$ cat config.mk
export PLATFORM = sky130hd
export DESIGN_NAME = spi_message_stream_port
export DESIGN_NICKNAME = d
export VERILOG_FILES = /design/src/core/spi_stream_pkg.sv /design/src/core/sync2.sv /design/src/core/spi_message_stream_port.sv
export SDC_FILE = /design/constraint.sdc
export NUM_CORES = 1
export LEC_CHECK = 0
export BUFFER_PORTS_ARGS = -buffer_cell sky130_fd_sc_hd__buf_2
export CAP_MARGIN = 20
export CORE_MARGIN = 1
export CORE_UTILIZATION = 47
export DETAILED_ROUTE_END_ITERATION = 12
export GPL_TIMING_DRIVEN = 1
export HOLD_SLACK_MARGIN = 0.12
export PLACE_DENSITY = 0.69
export REMOVE_ABC_BUFFERS = 1
export SYNTH_ARGS = -nofsm -noshare
export SYNTH_HDL_FRONTEND = slang
export SYNTH_SLANG_ARGS = --single-unit
$ cat constraint.sdc
create_clock -name clk_i -period 1.95 [get_ports clk_i]
set_input_delay 0.39 -clock clk_i [delete_from_list [all_inputs] [get_ports clk_i]]
set_output_delay 0.39 -clock clk_i [all_outputs]
set_load 0.05 [all_outputs]
$ cat src/core/spi_stream_pkg.sv
// shared constants and carrier types for the message stream port
package spi_stream_pkg;
    // ==========================================================
    // byte and stream constants
    localparam int BYTE_W = 8;
    localparam logic [7:0] IDLE_BYTE = 8'hFF;
    localparam logic [7:0] READ_PTR_RESET = 8'hFF;
    localparam logic [2:0] BIT_LAST = 3'h7;
    localparam logic [2:0] BIT_FIRST = 3'h0;
    localparam logic [5:0] IDLE_STOP_COUNT = 6'h32;
    localparam logic [5:0] IDLE_CNT_ZERO = 6'h00;
    localparam logic [5:0] IDLE_CNT_ONE = 6'h01;
    localparam logic [7:0] PTR_ONE = 8'h01;
    localparam logic STRAP_SPI = 1'b0;

    // ==========================================================
    // carrier types
    typedef struct packed {
        logic [7:0] data;
        logic valid;
    } byte_beat_t;

    typedef struct packed {
        logic sdo;
        logic cs_n;
        logic sck;
        logic sdi;
    } pin_bundle_t;
endpackage

$ cat src/core/sync2.sv
// two-flop synchroniser for a bundle of asynchronous pin levels
`timescale 1ns/1ps
module sync2 #(
    parameter int W = 4
) (
    // clock and reset
    input wire logic clk_i,
    input wire logic nrst_i,
    // asynchronous levels in, synchronised out
    input wire logic [W-1:0] async_i,
    input wire logic [W-1:0] reset_val_i,
    output logic [W-1:0] sync_o
);
    // ==========================================================
    // synchroniser stages
    logic [W-1:0] stage1_reg;
    logic [W-1:0] stage2_reg;

    // first stage feeds only the second stage
    always_ff @(posedge clk_i or negedge nrst_i) begin
        if (!nrst_i) begin
            stage1_reg <= '1;
            stage2_reg <= '1;
        end else begin
            stage1_reg <= async_i;
            stage2_reg <= stage1_reg;
        end
    end

    assign sync_o = stage2_reg;

    // reset_val_i kept for interface symmetry is not needed; all lines idle high
    logic unused_ok;
    assign unused_ok = ^reset_val_i;
endmodule

$ cat src/core/spi_message_stream_port.sv
// peripheral-only serial port carrying the receiver message stream
// Summary of operation
// - port active only when strap reads 0
// - strap 0 selects serial pins, 1 uart/i2c
// - peripheral only, never drives clock or select
// - bytes shifted most significant bit first
// - no register mode, only output stream
// - writes accepted only as message bytes
// - each byte in exchanges one byte out
// - parsing stops after 50 idle bytes
// - empty queue holds data out high
// - output byte is current-address stream read
// - read pointer starts and stays at 0xFF
`timescale 1ns/1ps
module spi_message_stream_port (
    // clock and reset
    input wire logic clk_i,
    input wire logic nrst_i,
    // interface-select strap pin
    input wire logic sel_strap_i,
    // shared pins, serial peripheral roles
    input wire logic serial_clk_i,
    input wire logic chip_sel_n_i,
    input wire logic serial_data_in_i,
    output logic serial_data_out_o,
    output logic serial_data_out_oe_o,
    // uart/i2c side of the shared pins
    output logic uart_mode_o,
    // outgoing queue from the message engine
    input wire logic [7:0] tx_data_i,
    input wire logic tx_valid_i,
    output logic tx_ready_o,
    // received message bytes to the parser
    output logic [7:0] rx_data_o,
    output logic rx_valid_o,
    output logic parse_active_o
);
    // ==========================================================
    // pin synchronisation
    spi_stream_pkg::pin_bundle_t pins_s;
    logic [3:0] sync_out;

    sync2 #(.W(4)) u_sync (
        .clk_i(clk_i),
        .nrst_i(nrst_i),
        .async_i({1'b0, chip_sel_n_i, serial_clk_i, serial_data_in_i}),
        .reset_val_i(4'hF),
        .sync_o(sync_out)
    );
    assign pins_s = sync_out;

    // ==========================================================
    // strap capture and edge detection
    logic strap_reg;
    logic strap_seen_reg;
    logic strap_sync;
    logic [1:0] strap_age_reg;
    logic sck_d_reg;
    logic port_en;
    logic sck_rise;
    logic sck_fall;
    logic selected;

    // strap is a pin like the others, so it crosses two flops before use
    sync2 #(.W(1)) u_strap_sync (
        .clk_i(clk_i),
        .nrst_i(nrst_i),
        .async_i(sel_strap_i),
        .reset_val_i(1'b1),
        .sync_o(strap_sync)
    );

    // strap caught once, only after the synchroniser has flushed its reset level
    always_ff @(posedge clk_i or negedge nrst_i) begin
        if (!nrst_i) begin
            strap_reg <= 1'b1;
            strap_seen_reg <= 1'b0;
            strap_age_reg <= 2'h0;
        end else begin
            strap_age_reg <= {strap_age_reg[0], 1'b1};
            if (!strap_seen_reg && strap_age_reg[1]) begin
                strap_reg <= strap_sync;
                strap_seen_reg <= 1'b1;
            end
        end
    end

    assign port_en = strap_seen_reg && (strap_reg == spi_stream_pkg::STRAP_SPI);
    assign selected = port_en && !pins_s.cs_n;

    // clock edge history; resets to the synchroniser's level so no false edge follows reset
    always_ff @(posedge clk_i or negedge nrst_i) begin
        if (!nrst_i) begin
            sck_d_reg <= 1'b1;
        end else begin
            sck_d_reg <= pins_s.sck;
        end
    end

    assign sck_rise = selected && pins_s.sck && !sck_d_reg;
    assign sck_fall = selected && !pins_s.sck && sck_d_reg;

    // ==========================================================
    // shift engine: one byte in, one byte out
    logic [2:0] bit_cnt_reg;
    logic [7:0] rx_shift_reg;
    logic [7:0] tx_shift_reg;
    logic byte_done;
    logic [7:0] rx_byte;
    logic load_pending_reg;

    assign byte_done = sck_rise && (bit_cnt_reg == spi_stream_pkg::BIT_LAST);
    assign rx_byte = {rx_shift_reg[6:0], pins_s.sdi};

    // receive side samples on rising edge, msb first
    always_ff @(posedge clk_i or negedge nrst_i) begin
        if (!nrst_i) begin
            bit_cnt_reg <= spi_stream_pkg::BIT_FIRST;
            rx_shift_reg <= spi_stream_pkg::IDLE_BYTE;
        end else if (!selected) begin
            bit_cnt_reg <= spi_stream_pkg::BIT_FIRST;
        end else if (sck_rise) begin
            bit_cnt_reg <= bit_cnt_reg + 3'h1;
            rx_shift_reg <= rx_byte;
        end
    end

    // ==========================================================
    // stream read pointer, pinned at the data register
    logic [7:0] read_ptr_reg;

    // current-address read never advances past the top location
    always_ff @(posedge clk_i or negedge nrst_i) begin
        if (!nrst_i) begin
            read_ptr_reg <= spi_stream_pkg::READ_PTR_RESET;
        end else if (byte_done && read_ptr_reg != spi_stream_pkg::READ_PTR_RESET) begin
            read_ptr_reg <= read_ptr_reg + spi_stream_pkg::PTR_ONE;
        end
    end

    // next output byte: queue head or idle filler
    logic [7:0] next_out;
    logic take_tx;
    assign take_tx = tx_valid_i && (read_ptr_reg == spi_stream_pkg::READ_PTR_RESET);
    assign next_out = take_tx ? tx_data_i : spi_stream_pkg::IDLE_BYTE;

    // transmit side: first bit presented at select, then on falling edges
    always_ff @(posedge clk_i or negedge nrst_i) begin
        if (!nrst_i) begin
            tx_shift_reg <= spi_stream_pkg::IDLE_BYTE;
            load_pending_reg <= 1'b1;
            tx_ready_o <= 1'b0;
        end else begin
            tx_ready_o <= 1'b0;
            if (!selected) begin
                load_pending_reg <= 1'b1;
            end else if (load_pending_reg || (sck_fall && bit_cnt_reg == spi_stream_pkg::BIT_FIRST)) begin
                tx_shift_reg <= next_out;
                tx_ready_o <= take_tx;
                load_pending_reg <= 1'b0;
            end else if (sck_fall) begin
                tx_shift_reg <= {tx_shift_reg[6:0], 1'b1};
            end
        end
    end

    // data out driven only while selected as serial port; clock never driven
    always_ff @(posedge clk_i or negedge nrst_i) begin
        if (!nrst_i) begin
            serial_data_out_o <= 1'b1;
            serial_data_out_oe_o <= 1'b0;
            uart_mode_o <= 1'b1;
        end else begin
            serial_data_out_o <= selected ? tx_shift_reg[7] : 1'b1;
            serial_data_out_oe_o <= selected;
            uart_mode_o <= !port_en;
        end
    end

    // ==========================================================
    // received bytes and idle-filler parsing gate
    logic [5:0] idle_cnt_reg;
    logic parse_on;
    assign parse_on = idle_cnt_reg < spi_stream_pkg::IDLE_STOP_COUNT;

    // count consecutive filler bytes, saturate at the stop count
    always_ff @(posedge clk_i or negedge nrst_i) begin
        if (!nrst_i) begin
            idle_cnt_reg <= spi_stream_pkg::IDLE_CNT_ZERO;
        end else if (byte_done) begin
            if (rx_byte != spi_stream_pkg::IDLE_BYTE) begin
                idle_cnt_reg <= spi_stream_pkg::IDLE_CNT_ZERO;
            end else if (parse_on) begin
                idle_cnt_reg <= idle_cnt_reg + spi_stream_pkg::IDLE_CNT_ONE;
            end
        end
    end

    // hand bytes to the message parser; writes are message bytes only
    always_ff @(posedge clk_i or negedge nrst_i) begin
        if (!nrst_i) begin
            rx_data_o <= spi_stream_pkg::IDLE_BYTE;
            rx_valid_o <= 1'b0;
            parse_active_o <= 1'b1;
        end else begin
            rx_valid_o <= byte_done && (parse_on || rx_byte != spi_stream_pkg::IDLE_BYTE);
            if (byte_done) begin
                rx_data_o <= rx_byte;
            end
            parse_active_o <= parse_on;
        end
    end
endmodule

* After elaboration in Yosys (flattened, before gate mapping) *
Index checks and enable logic that the tools add are counted.

cells by class
  reduce and logical (&&, ||, !) cells = 25
  mux-type cells = 12
  $add $sub $neg = 3
  bitwise logic cells = 1
  magnitude comparators = 1
  eq/ne operators = 6

operators by type and width
  cell                                                                      number
  8-bit 2-to-1 mux                                                          3
  8-bit inequality test (second input constant)                             2
  1-bit logical AND                                                         12
  6-bit 2-to-1 mux                                                          2
  8-bit by 1-bit adder with 8-bit output (second input constant)            1
  8-bit equality test (second input constant)                               1
  6-bit by 1-bit adder with 6-bit output (second input constant)            1
  6-bit < comparator (second input constant)                                1
  3-bit 2-to-1 mux                                                          2
  2-bit AND reduction                                                       3
  1-bit logical NOT                                                         5
  1-bit 2-to-1 mux                                                          5
  2-bit nonzero test                                                        2
  3-bit by 1-bit adder with 3-bit output (second input constant)            1
  3-bit equality test (second input constant)                               1
  3-bit logical NOT                                                         1
  1-bit logical OR                                                          2
  2-bit by 1-bit inequality test with 1-bit output (second input constant)  1
  2-bit inequality test (second input constant)                             1
  1-bit inverter                                                            1

storage, ports and cells
  logic and storage cells = 69
  register bits after elaboration = 60

* Longest topological paths before layout *
Gate-level depths: netlist of run 1.

  depth in word-level cells = 9
  depth in mapped cells = 8
  gate-level depth less buffers = 6

* By module *
Synthesis of run 1 repeated with hierarchy kept, for this count alone.

unflattened totals
  cell total of the unflattened synthesis = 192
  area, all modules = 2512.4 µm²

modules (own cells, without submodules)
  module                   times used  area each (µm²)  sequential area each (µm²)  cells an instance
  spi_message_stream_port  1           2249.7           1347.5                      182
  sync2 (u_sync)           1           210.2            210.2                       8
  sync2 (u_strap_sync)     1           52.6             52.6                        2

* Least setup slack after synthesis of run 1 *
OpenSTA, ideal clock, no wires.

  path type = register to register
  from = reg strap_reg
  to = reg idle_cnt_reg[2]
  path slack = 0.229 ns
  arrival = 1.655 ns
  setup time = 0.066 ns
  buffers on the path = 2
  stages on the path, launching flop included = 9
  path through = dfstp_2 nand2b_1 or2_1 buf_6 clkinv_8 o311ai_2 buf_6 or4b_1 nand2_1

on the way
  longest elaborated chain between the ends = 7

RTL lines
  what                             RTL line                        text
  from (decl)                      spi_message_stream_port.sv:54   logic strap_reg;
  from (signal assigned)           spi_message_stream_port.sv:82   strap_reg <= strap_sync;
  1-bit inverter                   spi_message_stream_port.sv:88   assign port_en = strap_seen_reg && (strap_reg == spi_stream_pkg::STRAP_SPI);
  1-bit logical AND                spi_message_stream_port.sv:88
  1-bit logical AND                spi_message_stream_port.sv:89   assign selected = port_en && !pins_s.cs_n;
  via selected                     spi_message_stream_port.sv:62   logic selected;
  1-bit logical AND (2 in series)  spi_message_stream_port.sv:100  assign sck_rise = selected && pins_s.sck && !sck_d_reg;
  1-bit logical AND                spi_message_stream_port.sv:112  assign byte_done = sck_rise && (bit_cnt_reg == spi_stream_pkg::BIT_LAST);
  2-bit AND reduction (no line)    --
  to (signal assigned)             spi_message_stream_port.sv:189  idle_cnt_reg <= spi_stream_pkg::IDLE_CNT_ZERO;
  to (signal assigned)             spi_message_stream_port.sv:192  idle_cnt_reg <= spi_stream_pkg::IDLE_CNT_ZERO;
  to (signal assigned)             spi_message_stream_port.sv:194  idle_cnt_reg <= idle_cnt_reg + spi_stream_pkg::IDLE_CNT_ONE;
  to (decl)                        spi_message_stream_port.sv:182  logic [5:0] idle_cnt_reg;

The timed path passes the listed nets, and every way through them passes these cells.
A chain may end at the register's enable or synchronous reset.

* Final worst setup path of run 1 *
  from = reg bit_cnt_reg[0]
  to = reg idle_cnt_reg[4]

on the way
  longest elaborated chain between the ends = 3

RTL lines
  what                           RTL line                        text
  from (decl)                    spi_message_stream_port.sv:105  logic [2:0] bit_cnt_reg;
  from (signal assigned)         spi_message_stream_port.sv:118  bit_cnt_reg <= spi_stream_pkg::BIT_FIRST;
  from (signal assigned)         spi_message_stream_port.sv:121  bit_cnt_reg <= spi_stream_pkg::BIT_FIRST;
  from (signal assigned)         spi_message_stream_port.sv:123  bit_cnt_reg <= bit_cnt_reg + 3'h1;
  3-bit equality test            spi_message_stream_port.sv:112
  1-bit logical AND              spi_message_stream_port.sv:112
  2-bit AND reduction (no line)  --

Every way passes these cells.

==> impl_summary.log, run 1 <==
INFO  metric status = finished, final reports clean
INFO  metric worst_setup_hold_path_clk_slew = 70 ps
INFO  metric htree_levels = 3
INFO  metric timing.max_cap.violations = 0
INFO  metric total_power = 2.801 mW
INFO  metric die_area = 5492 um^2
INFO  metric initialDrtViolationCount = 54
INFO  metric fp.coreArea = 4848 um^2
INFO  metric cts_root_buf = clkbuf_8
INFO  metric leakage = 1.302 nW
INFO  metric syn_to_final_growth = 21.20%
INFO  metric layout.nets = 251
INFO  metric via_total_after_detailed_routing = 1459
INFO  metric path_delay_family = simple AND/OR/NAND/NOR gates
INFO  metric cp_slowest_stage_delay = 490 ps
INFO  metric worst_ep_arrival = 2070 ps
INFO  metric synth_edf_count = 0
INFO  metric hold_class = input pin to register
INFO  metric worstPathCellList = ha_1 -> ha_1 -> and3b_1 -> o311ai_4 -> or4_1 -> a21boi_1
INFO  metric path_common_cell = ha_1
INFO  metric synth.ff_latch_count = 60
INFO  metric tritoncts.num_buffers = 9
INFO  metric numPortBuffers = 28
INFO  metric drc_errors = 0
INFO  metric placement.cell_area = 2698 um^2
INFO  metric power_density = 945.7 nW/um^2
INFO  metric setup_viol = 0
INFO  metric crit_path_start_kind = register
INFO  metric clock_sink_count = 60
INFO  metric mappedNetlistArea = 2444 um^2
INFO  metric effective_utilization_at_floorplan = 50.40%
INFO  metric dp_slack = 79.42 ps
INFO  metric post_synth.cell_area_avg = 13.07 um^2
INFO  metric ys_top_cells_by_area = dfstp_2 (48%), dfrtp_1 (15%), mux2_2 (7.8%)
INFO  metric ys_seq_area_share = 63.75%
INFO  metric setup-tns-final = 0 ps
INFO  metric async_flop_share = 100.0%
INFO  metric worst-slew-pin-transition = 591.4 ps
INFO  metric globalRouteOverflowTotal = 0
INFO  metric antenna-diode-count = 0
INFO  metric worst-path-max-fanout = 8
INFO  metric yosys_warnings = 0
INFO  metric top_level_ports = 29
INFO  metric drive_gt1_share = 49.15%
INFO  metric worstSetupEndpointType = register
INFO  metric ys_dominant_reg_cell = dfstp_2
INFO  metric drt_pass1_iterations = 4
INFO  metric buffers_plus_inverters_on_the_worst_setup_path = 0
INFO  metric cts_max_path_buffers = 2
INFO  metric mapped_cells = 187
INFO  metric stdcell_area = 2962 um^2
INFO  metric slew_violations = 0
INFO  metric pin_count_of_the_biggest_net_entering_global_routing = 37
INFO  metric clk-insertion-delay-late = 340 ps
INFO  metric synth_cell_type_count = 42
INFO  metric num_rows = 25
INFO  metric fill_cells = 401
INFO  metric gp_congestion = 0.7597
INFO  metric first_pass_grt_wire_length = 6824 um
INFO  metric grt_use_total = 17.40%
INFO  metric via_per_inst = 4.815
INFO  metric timing_hold_violations_final = 0
INFO  metric worst_slew_margin_rel = 60.53%
INFO  metric synth_top_area_share = 48.39%
INFO  metric ir_worst_vdd = 788.0 uV
INFO  metric crit_slowest_cell = or4_1
INFO  metric cp_data_required_time = 2210 ps
INFO  metric antenna_violating_nets_post_route = 0
INFO  metric max_freq = 553.0 MHz
INFO  metric post-route-period-util = 92.74%
INFO  metric wl = 3813 um
INFO  metric initial_antenna_violation_count = 0
INFO  metric wire_per_inst = 12.58 um
INFO  metric holdWs = 149.6 ps
INFO  metric clock-skew-final = 6.902 ps
INFO  metric die_h = 74.11 um
INFO  metric post_cts_setup_buffers = 0
INFO  metric dieWidth = 74.11 um
INFO  metric crit_path_kind = register to register
INFO  metric detailed_place_hpwl = 2646 um
INFO  metric tritoncts = done
INFO  metric timing.final.ws_setup = 141.6 ps
INFO  metric first_global_vias = 1506
INFO  metric synth.largest_area_cell = dfstp_2
INFO  metric layout_min_cycle_time = 1808 ps
[cells by family (layout without fill, tap and decap cells)]
kind of cell | count (synthesis) | count (layout) | share of synthesized area (%)
xor gates and xnor gates | 8 | 8 | 2.867
muxes | 18 | 18 | 8.244
adders and majority gates | 5 | 5 | 2.560
and+or+nand+nor | 56 | 56 | 11.52
DFF | 60 | 60 | 63.75
other | 1 | 1 | 0.1535
buffers and inverters | 15 | 64 | 3.482
AOI/OAI and AO/OA | 24 | 24 | 7.425
[final cells by class]
class	count	area, um^2	share of cell area [%]
clock buffers	10	127.6	4.309
clock inverters	6	88.84	3.000
inverters	10	50.05	1.690
repair buffers	38	235.2	7.943
flip-flops and latches	60	1558	52.60
well taps	67	83.83	2.831
multi-input cells	112	818.3	27.63
[metrics by stage]
step	utilization [%]	std cells
after global placement	55.64	284
after global routing	61.08	303
final	61.08	303
after detailed placement	55.64	284
after floorplan	-	182
after CTS	60.31	301
[worst paths after layout]
kind / from / end / slack (ps) / cells after the start
min: serial_data_in_i / u_sync.stage1_reg[0]$_DFF_PN1_ / 150 / 1
max in group asynchronous: nrst_i / read_ptr_reg[3]$_DFFE_PN1P_ / 950 / 3
min in group asynchronous: nrst_i / tx_ready_o$_DFF_PN0_ / 460 / 2
max reg2reg: bit_cnt_reg[0]$_DFFE_PN0P_ / idle_cnt_reg[4]$_DFFE_PN0P_ / 140 / 6
min reg2reg: strap_age_reg[0]$_DFF_PN0_ / strap_age_reg[1]$_DFF_PN0_ / 350 / 0
max: bit_cnt_reg[0]$_DFFE_PN0P_ / idle_cnt_reg[4]$_DFFE_PN0P_ / 140 / 6
[placed cells by master (no fill, tap or decap), types with 4 or more instances in the layout]
| master | instances |
|---|---|
| nor3_1 | 5 |
| mux2_2 | 17 |
| nand3_1 | 4 |
| o22ai_1 | 7 |
| buf_4 | 6 |
| nand2_1 | 9 |
| xor2_1 | 6 |
| clkbuf_8 | 9 |
| nor2_1 | 21 |
| dfstp_2 | 45 |
| inv_1 | 9 |
| ha_1 | 5 |
| dfrtp_1 | 15 |
| buf_2 | 28 |
[where the power goes]
group	total (mW)	internal [mW]	switching (mW)
combinational	0.169	0.0805	0.0883
sequential	1.43	1.37	0.0565
clock	1.20	0.719	0.484
[cell usage after synthesis (all sizes together) (2+ instances only)]
library cell and instances:
dfrtp 15, buf 3, o211ai 3, nand4bb 2
nor2 21, o21ai 2, xnor2 2, or2 2
xor2 6, clkbuf 2, mux2 17, a21boi 2
nand3 4, o21a 2, nand4 3, inv 9
nor3 5, nor2b 3, nand2b 2, dfstp 45
nand2 9, ha 5, o22ai 7, o311ai 2
[layer usage]
layer	part of all wire, %	wire [um]	global-route usage (%)	vias to the layer above
met4	1.6	61	8.333	0
met2	45	1729	25.25	31
met1	48	1821	21.77	685
met3	5.3	201	8.537	5
met5	0	0	0	-
li1	-	-	-	738
[worst register-to-register path: cells and delay by family (launching register included)]
family | cells | cell delay [ps]
AND/OR/NAND/NOR | 2 | 740
flip-flops | 1 | 380
AO/OA/AOI/OAI | 2 | 320
adder cells (fa/ha/maj) | 2 | 290
[repair_timing]
action,in CTS,in global routing
hold endpoints to repair,2,2
hold buffers,1,2
gates resized for setup,0,2
endpoints found under the setup margin,0,2
Power figures use the tool's default switching activity.
==> run 2, diff against run 1 <==
--- a/config.mk
+++ b/config.mk
@@ -12,7 +12,7 @@
 export DETAILED_ROUTE_END_ITERATION = 12
 export GPL_TIMING_DRIVEN = 1
 export HOLD_SLACK_MARGIN = 0.12
-export PLACE_DENSITY = 0.69
+export PLACE_DENSITY = 0.67
 export REMOVE_ABC_BUFFERS = 1
 export SYNTH_ARGS = -nofsm -noshare
 export SYNTH_HDL_FRONTEND = slang
==> run 2 against run 1 <==
Net effect: maximum frequency increased by 1.0%; count of clock-buffer cells in the layout up 1; register-to-register slack better by 20 ps; clock power down 22%; largest cell class unchanged.
==> impl_summary.log, run 2 (synthesized netlist as in run 1, its figures left out) <==
INFO  metric status = finished, final reports clean
INFO  metric post-route-period-util = 91.79%
INFO  metric worst-slew-pin-transition = 602.8 ps
INFO  metric wire_per_inst = 12.81 um
INFO  metric effective_utilization_at_floorplan = 50.40%
INFO  metric timing.max_cap.violations = 0
INFO  metric tritoncts = done
INFO  metric dp_slack = 90.74 ps
INFO  metric clock-skew-final = 7.011 ps
INFO  metric setup_viol = 0
INFO  metric first_global_vias = 1491
INFO  metric timing_hold_violations_final = 0
INFO  metric cp_data_required_time = 2210 ps
INFO  metric die_h = 74.11 um
INFO  metric crit_path_start_kind = register
INFO  metric first_pass_grt_wire_length = 6679 um
INFO  metric leakage = 1.280 nW
INFO  metric max_freq = 558.7 MHz
INFO  metric numPlacedInstances = 284
INFO  metric die_area = 5492 um^2
INFO  metric antenna_violating_nets_post_route = 0
INFO  metric hold_class = input pin to register
INFO  metric drc_errors = 0
INFO  metric antenna-diode-count = 0
INFO  metric cts_root_buf = clkbuf_8
INFO  metric numPortBuffers = 28
INFO  metric initialDrtViolationCount = 38
INFO  metric crit_path_kind = register to register
INFO  metric via_total_after_detailed_routing = 1479
INFO  metric worst_slew_margin_rel = 59.77%
INFO  metric most_common_cell_after_layout_fill_and_taps_aside = dfstp_2
INFO  metric worstSetupEndpointType = register
INFO  metric clock_sink_count = 60
INFO  metric initial_antenna_violation_count = 0
INFO  metric wl = 3856 um
INFO  metric grt_use_total = 16.99%
INFO  metric fp.coreArea = 4848 um^2
INFO  metric worst_setup_hold_path_clk_slew = 60 ps
INFO  metric syn_to_final_growth = 18.59%
INFO  metric worst-path-max-fanout = 9
INFO  metric globalRouteOverflowTotal = 0
INFO  metric timing.final.ws_setup = 160.1 ps
INFO  metric htree_levels = 3
INFO  metric total_power = 2.540 mW
INFO  metric slew_violations = 0
INFO  metric grt_setup_unrepaired = no
INFO  metric layout_min_cycle_time = 1790 ps
INFO  metric gp_congestion = 0.7778
INFO  metric pin_count_of_the_biggest_net_entering_global_routing = 26
INFO  metric clk-insertion-delay-late = 330 ps
INFO  metric setup-tns-final = 0 ps
INFO  metric num_rows = 25
INFO  metric top_level_ports = 29
INFO  metric worst_ep_arrival = 2050 ps
INFO  metric power_density = 876.4 nW/um^2
INFO  metric tritoncts.num_buffers = 9
INFO  metric holdWs = 157.8 ps
INFO  metric leading_cell_types_in_the_layout_fill_and_taps_excluded = dfstp_2 (45), buf_2 (28), nor2_1 (21), mux2_2 (17), dfrtp_1 (15)
INFO  metric drt_pass1_iterations = 4
INFO  metric drive_gt1_share = 50.43%
INFO  metric ir_worst_vdd = 545.3 uV
INFO  metric detailed_place_hpwl = 2712 um
INFO  metric final_cell_count_no_fill = 301
INFO  metric cts_max_path_buffers = 2
INFO  metric dieWidth = 74.11 um
INFO  metric layout.nets = 249
INFO  metric via_per_inst = 4.914
[run 2: changes by cell type in the layout (fill, tap and decap cells not counted), sizes merged]
cell	previous run	this run
clkbuf	10	11
dlygate4sd3	3	1
bufinv	2	0
clkinvlp	2	1
clkinv	3	5
[run 2: repair_timing]
| action | in CTS | in global routing |
|---|---|---|
| setup buffers | 0 | 0 |
| setup endpoints to repair | 0 | 2 |
| hold buffers | 1 | 0 |
| hold endpoints to repair | 9 | 0 |
| resized for setup | 0 | 4 |
[run 2: path summary, 6_finish.rpt]
kind                       depth (start not counted)                             end                  startpoint  slack (ps)
min in group asynchronous                          2            tx_ready_o$_DFF_PN0_                      nrst_i         550
max reg2reg                                        6     idle_cnt_reg[4]$_DFFE_PN0P_  bit_cnt_reg[0]$_DFFE_PN0P_         160
min                                                1  u_sync.stage1_reg[1]$_DFF_PN1_                serial_clk_i         160
max                                                6     idle_cnt_reg[4]$_DFFE_PN0P_  bit_cnt_reg[0]$_DFFE_PN0P_         160
min reg2reg                                        0      strap_age_reg[1]$_DFF_PN0_  strap_age_reg[0]$_DFF_PN0_         350
max in group asynchronous                          3        rx_data_o[1]$_DFFE_PN1P_                      nrst_i         750
[run 2: worst max-delay path, cell delays in order, from the launching register on]
cell and delay [ps]:
dfrtp_1 390, ha_1 160, ha_1 130, and3b_2 230
o311ai_4 160, or4_1 490, a21boi_1 150
[run 2: cell type report]
cell class                 count  area [um^2]
clock buffer                  11        141.4
timing repair buffer          36        215.2
sequential                    60         1558
multi-input combinational    112        822.0
fill                         415         1951
tap                           67        83.83
inverter                      10        50.05
clock inverter                 5        27.53
[run 2: metal layers]
layer	vias up	global-route usage [%]	wire [um]
met3	4	6.098	162
met1	712	21.84	1897
met4	0	8.974	41
met5	-	0	0
met2	30	25.25	1754
li1	733	-	-
[run 2: per-stage QoR]
| step | util [%] | cell area [um^2] |
|---|---|---|
| 2_1_floorplan | - | 2409 |
| 3_3_place_gp | 55.64 | 2698 |
| 3_5_place_dp | 55.64 | 2698 |
| 4_1_cts | 59.33 | 2877 |
| 5_1_grt | 59.77 | 2898 |
| 6_report | 59.77 | 2898 |
[run 2: power breakdown]
group,switching (mW),total [mW],leakage (nW),internal (mW)
Sequential,0.0620,1.44,0.667,1.37
Combinational,0.0895,0.169,0.524,0.0796
Clock,0.449,0.935,0.0889,0.486
==> run 3, diff against run 2 <==
--- a/config.mk
+++ b/config.mk
@@ -12,7 +12,7 @@
 export DETAILED_ROUTE_END_ITERATION = 12
 export GPL_TIMING_DRIVEN = 1
 export HOLD_SLACK_MARGIN = 0.12
-export PLACE_DENSITY = 0.67
+export PLACE_DENSITY = 0.69
 export REMOVE_ABC_BUFFERS = 1
 export SYNTH_ARGS = -nofsm -noshare
 export SYNTH_HDL_FRONTEND = slang
==> constraint.sdc (replaced) <==
create_clock -name clk_i -period 1.6 [get_ports clk_i]
set_input_delay 0.32 -clock clk_i [delete_from_list [all_inputs] [get_ports clk_i]]
set_output_delay 0.32 -clock clk_i [all_outputs]
set_load 0.05 [all_outputs]
==> run 3 against run 2 <==
Net effect: the run now ends with setup timing left; via count rose by 13%; sequential share of layout area fell by 7.6 points; maximum frequency rose by 3.0%; sequential power rose by 19%.
==> impl_summary.log, run 3 (synthesized netlist as in run 1, its figures left out) <==
INFO  metric effective_utilization_at_floorplan = 50.40%
INFO  metric r2r_start = bit_cnt_reg[1]$_DFFE_PN0P_
INFO  metric drt_pass1_iterations = 4
INFO  metric timing_hold_violations_final = 0
INFO  metric power.switching = 801.0 uW
INFO  metric cts_root_buf = clkbuf_8
INFO  metric leading_cell_types_in_the_layout_fill_and_taps_excluded = dfstp_2 (45), buf_4 (34), buf_2 (28), mux2_2 (16), dfrtp_1 (15)
INFO  metric status = complete, but fails checks
INFO  metric drive_gt1_share = 62.73%
INFO  metric wl = 4595 um
INFO  metric rrSetupSlack = -140 ps
INFO  metric cp_data_required_time = 1870 ps
INFO  metric clock-skew-final = 6.558 ps
INFO  metric setup_viol = 26
INFO  metric post-route-period-util = 108.6%
INFO  metric num_rows = 25
INFO  metric detailed_place_hpwl = 2796 um
INFO  metric worst_setup_hold_path_clk_slew = 70 ps
INFO  metric first_pass_grt_wire_length = 7527 um
INFO  metric crit_path_kind = register to register
INFO  metric internal-power = 2.909 mW
INFO  metric wire_per_inst = 13.59 um
INFO  metric worstSetupEndpointType = register
INFO  metric numPlacedInstances = 309
INFO  metric rr_worst_depth = 6
INFO  metric gp_congestion = 0.7935
INFO  metric initialDrtViolationCount = 91
INFO  metric fp.coreArea = 4848 um^2
INFO  metric slew_violations = 0
INFO  metric timing.max_cap.violations = 0
INFO  metric worst_hold_end = tx_shift_reg[1]$_DFFE_PN1P_
INFO  metric tritoncts.num_buffers = 9
INFO  metric max_freq = 575.7 MHz
INFO  metric die_area = 5492 um^2
INFO  metric layout_min_cycle_time = 1737 ps
INFO  metric first_global_vias = 1685
INFO  metric multiInputGateArea = 915.9 um^2
INFO  metric grt_use_total = 18.86%
INFO  metric grt_setup_unrepaired = yes
INFO  metric clock_sink_count = 60
INFO  metric via_per_inst = 4.953
INFO  metric via_total_after_detailed_routing = 1674
INFO  metric failed_checks = setup timing
INFO  metric most_common_cell_after_layout_fill_and_taps_aside = dfstp_2
INFO  metric combinationalPowerShare = 10.3%
INFO  metric htree_levels = 3
INFO  metric layout.nets = 286
INFO  metric final_cell_count_no_fill = 338
INFO  metric ir_worst_vdd = 794.4 uV
INFO  metric register_area = 1558 um^2
INFO  metric pin_count_of_the_biggest_net_entering_global_routing = 61
INFO  metric die_h = 74.11 um
INFO  metric top_level_ports = 29
INFO  metric timing.final.ws_setup = -137.1 ps
INFO  metric numPortBuffers = 28
INFO  metric hold_class = input pin to register
INFO  metric total_power = 3.710 mW
INFO  metric leakage = 1.553 nW
INFO  metric antenna-diode-count = 0
INFO  metric fill_cells = 327
INFO  metric cts_max_path_buffers = 2
INFO  metric power.sequential.fraction = 46.2%
INFO  metric drc_errors = 0
INFO  metric worst_ep_arrival = 2010 ps
INFO  metric initial_antenna_violation_count = 0
INFO  metric syn_to_final_growth = 38.20%
INFO  metric tritoncts = done
INFO  metric crit_path_start_kind = register
INFO  metric timing.hold.worst.start = tx_data_i[1]
INFO  metric antenna_violating_nets_post_route = 0
INFO  metric power_frac_clock = 43.4%
INFO  metric clk-insertion-delay-late = 330 ps
INFO  metric worst-path-max-fanout = 4
INFO  metric terminus_of_the_critical_flop_to_flop_path = idle_cnt_reg[2]$_DFFE_PN0P_
INFO  metric globalRouteOverflowTotal = 0
INFO  metric switching_share = 21.59%
INFO  metric power_density = 1099 nW/um^2
INFO  metric hold_path_stages = 3
INFO  metric dieWidth = 74.11 um
-- run 3: critical path, cell delays in order (launching register included) --
cell	delay, ps
dfrtp_1	400
ha_2	190
ha_1	170
and3b_2	240
o211ai_1	120
or4b_1	470
nand2_1	80
-- run 3: per-layer routing --
| metal | GRT usage, % | share of wire, % |
|---|---|---|
| met5 | 0 | 0 |
| met4 | 9.402 | 2.0 |
| met3 | 6.775 | 3.8 |
| met2 | 28.18 | 49 |
| met1 | 24.37 | 45 |
-- run 3: power by group through the flow --
| stage | Sequential (mW) | Clock (mW) | Combinational [mW] |
|---|---|---|---|
| 2_1_floorplan | 1.76 | 0 | 0.108 |
| 3_3_place_gp | 1.74 | 0 | 0.338 |
| 3_5_place_dp | 1.74 | 0 | 0.344 |
| 4_1_cts | 1.72 | 1.64 | 0.380 |
| 5_1_grt | 1.73 | 1.71 | 0.420 |
| 6_report | 1.71 | 1.61 | 0.384 |
-- run 3: how the worst max path moves through the flow --
stage	from	to	slack [ps]	cells past startpoint
after floorplan	strap_reg$_DFFE_PN1P_	idle_cnt_reg[4]$_DFFE_PN0P_	-190	6
after global placement	strap_reg$_DFFE_PN1P_	idle_cnt_reg[4]$_DFFE_PN0P_	-150	6
after detailed placement	idle_cnt_reg[3]$_DFFE_PN0P_	idle_cnt_reg[4]$_DFFE_PN0P_	-240	4
after CTS	bit_cnt_reg[0]$_DFFE_PN0P_	tx_shift_reg[0]$_DFFE_PN1P_	-100	6
after global routing	bit_cnt_reg[0]$_DFFE_PN0P_	idle_cnt_reg[4]$_DFFE_PN0P_	-190	6
final	bit_cnt_reg[1]$_DFFE_PN0P_	idle_cnt_reg[2]$_DFFE_PN0P_	-140	6
-- run 3: stage by stage --
stage	setup TNS (ps)	instance area (um^2)	hold slack [ps]	setup WS [ps]	utilization [%]
after floorplan	-648.5	2409	24.41	-188.6	-
after global placement	-1668	2898	331.6	-152.0	59.77
after detailed placement	-2973	2898	335.8	-242.5	59.77
after CTS	-978.9	3267	193.7	-98.52	67.38
after global routing	-3679	3377	209.0	-190.9	69.65
final	-1530	3377	210.3	-137.1	69.65
-- run 3: area by class of cell --
class | count | share of cell area (%)
Clock inverter | 7 | 3.409
Sequential cell | 60 | 46.13
Multi-Input combinational cell | 112 | 27.12
Timing Repair Buffer | 73 | 15.71
Tap cell | 67 | 2.482
Inverter | 10 | 1.482
Clock buffer | 9 | 3.668
-- run 3: what timing repair did --
item / CTS / global route
endpoints found under the hold margin: 19 / 0
hold buffers: 5 / 0
setup endpoints to repair: 35 / 32
resized for setup: 13 / 23
setup buffers: 5 / 4
pin swaps: 14 / 8
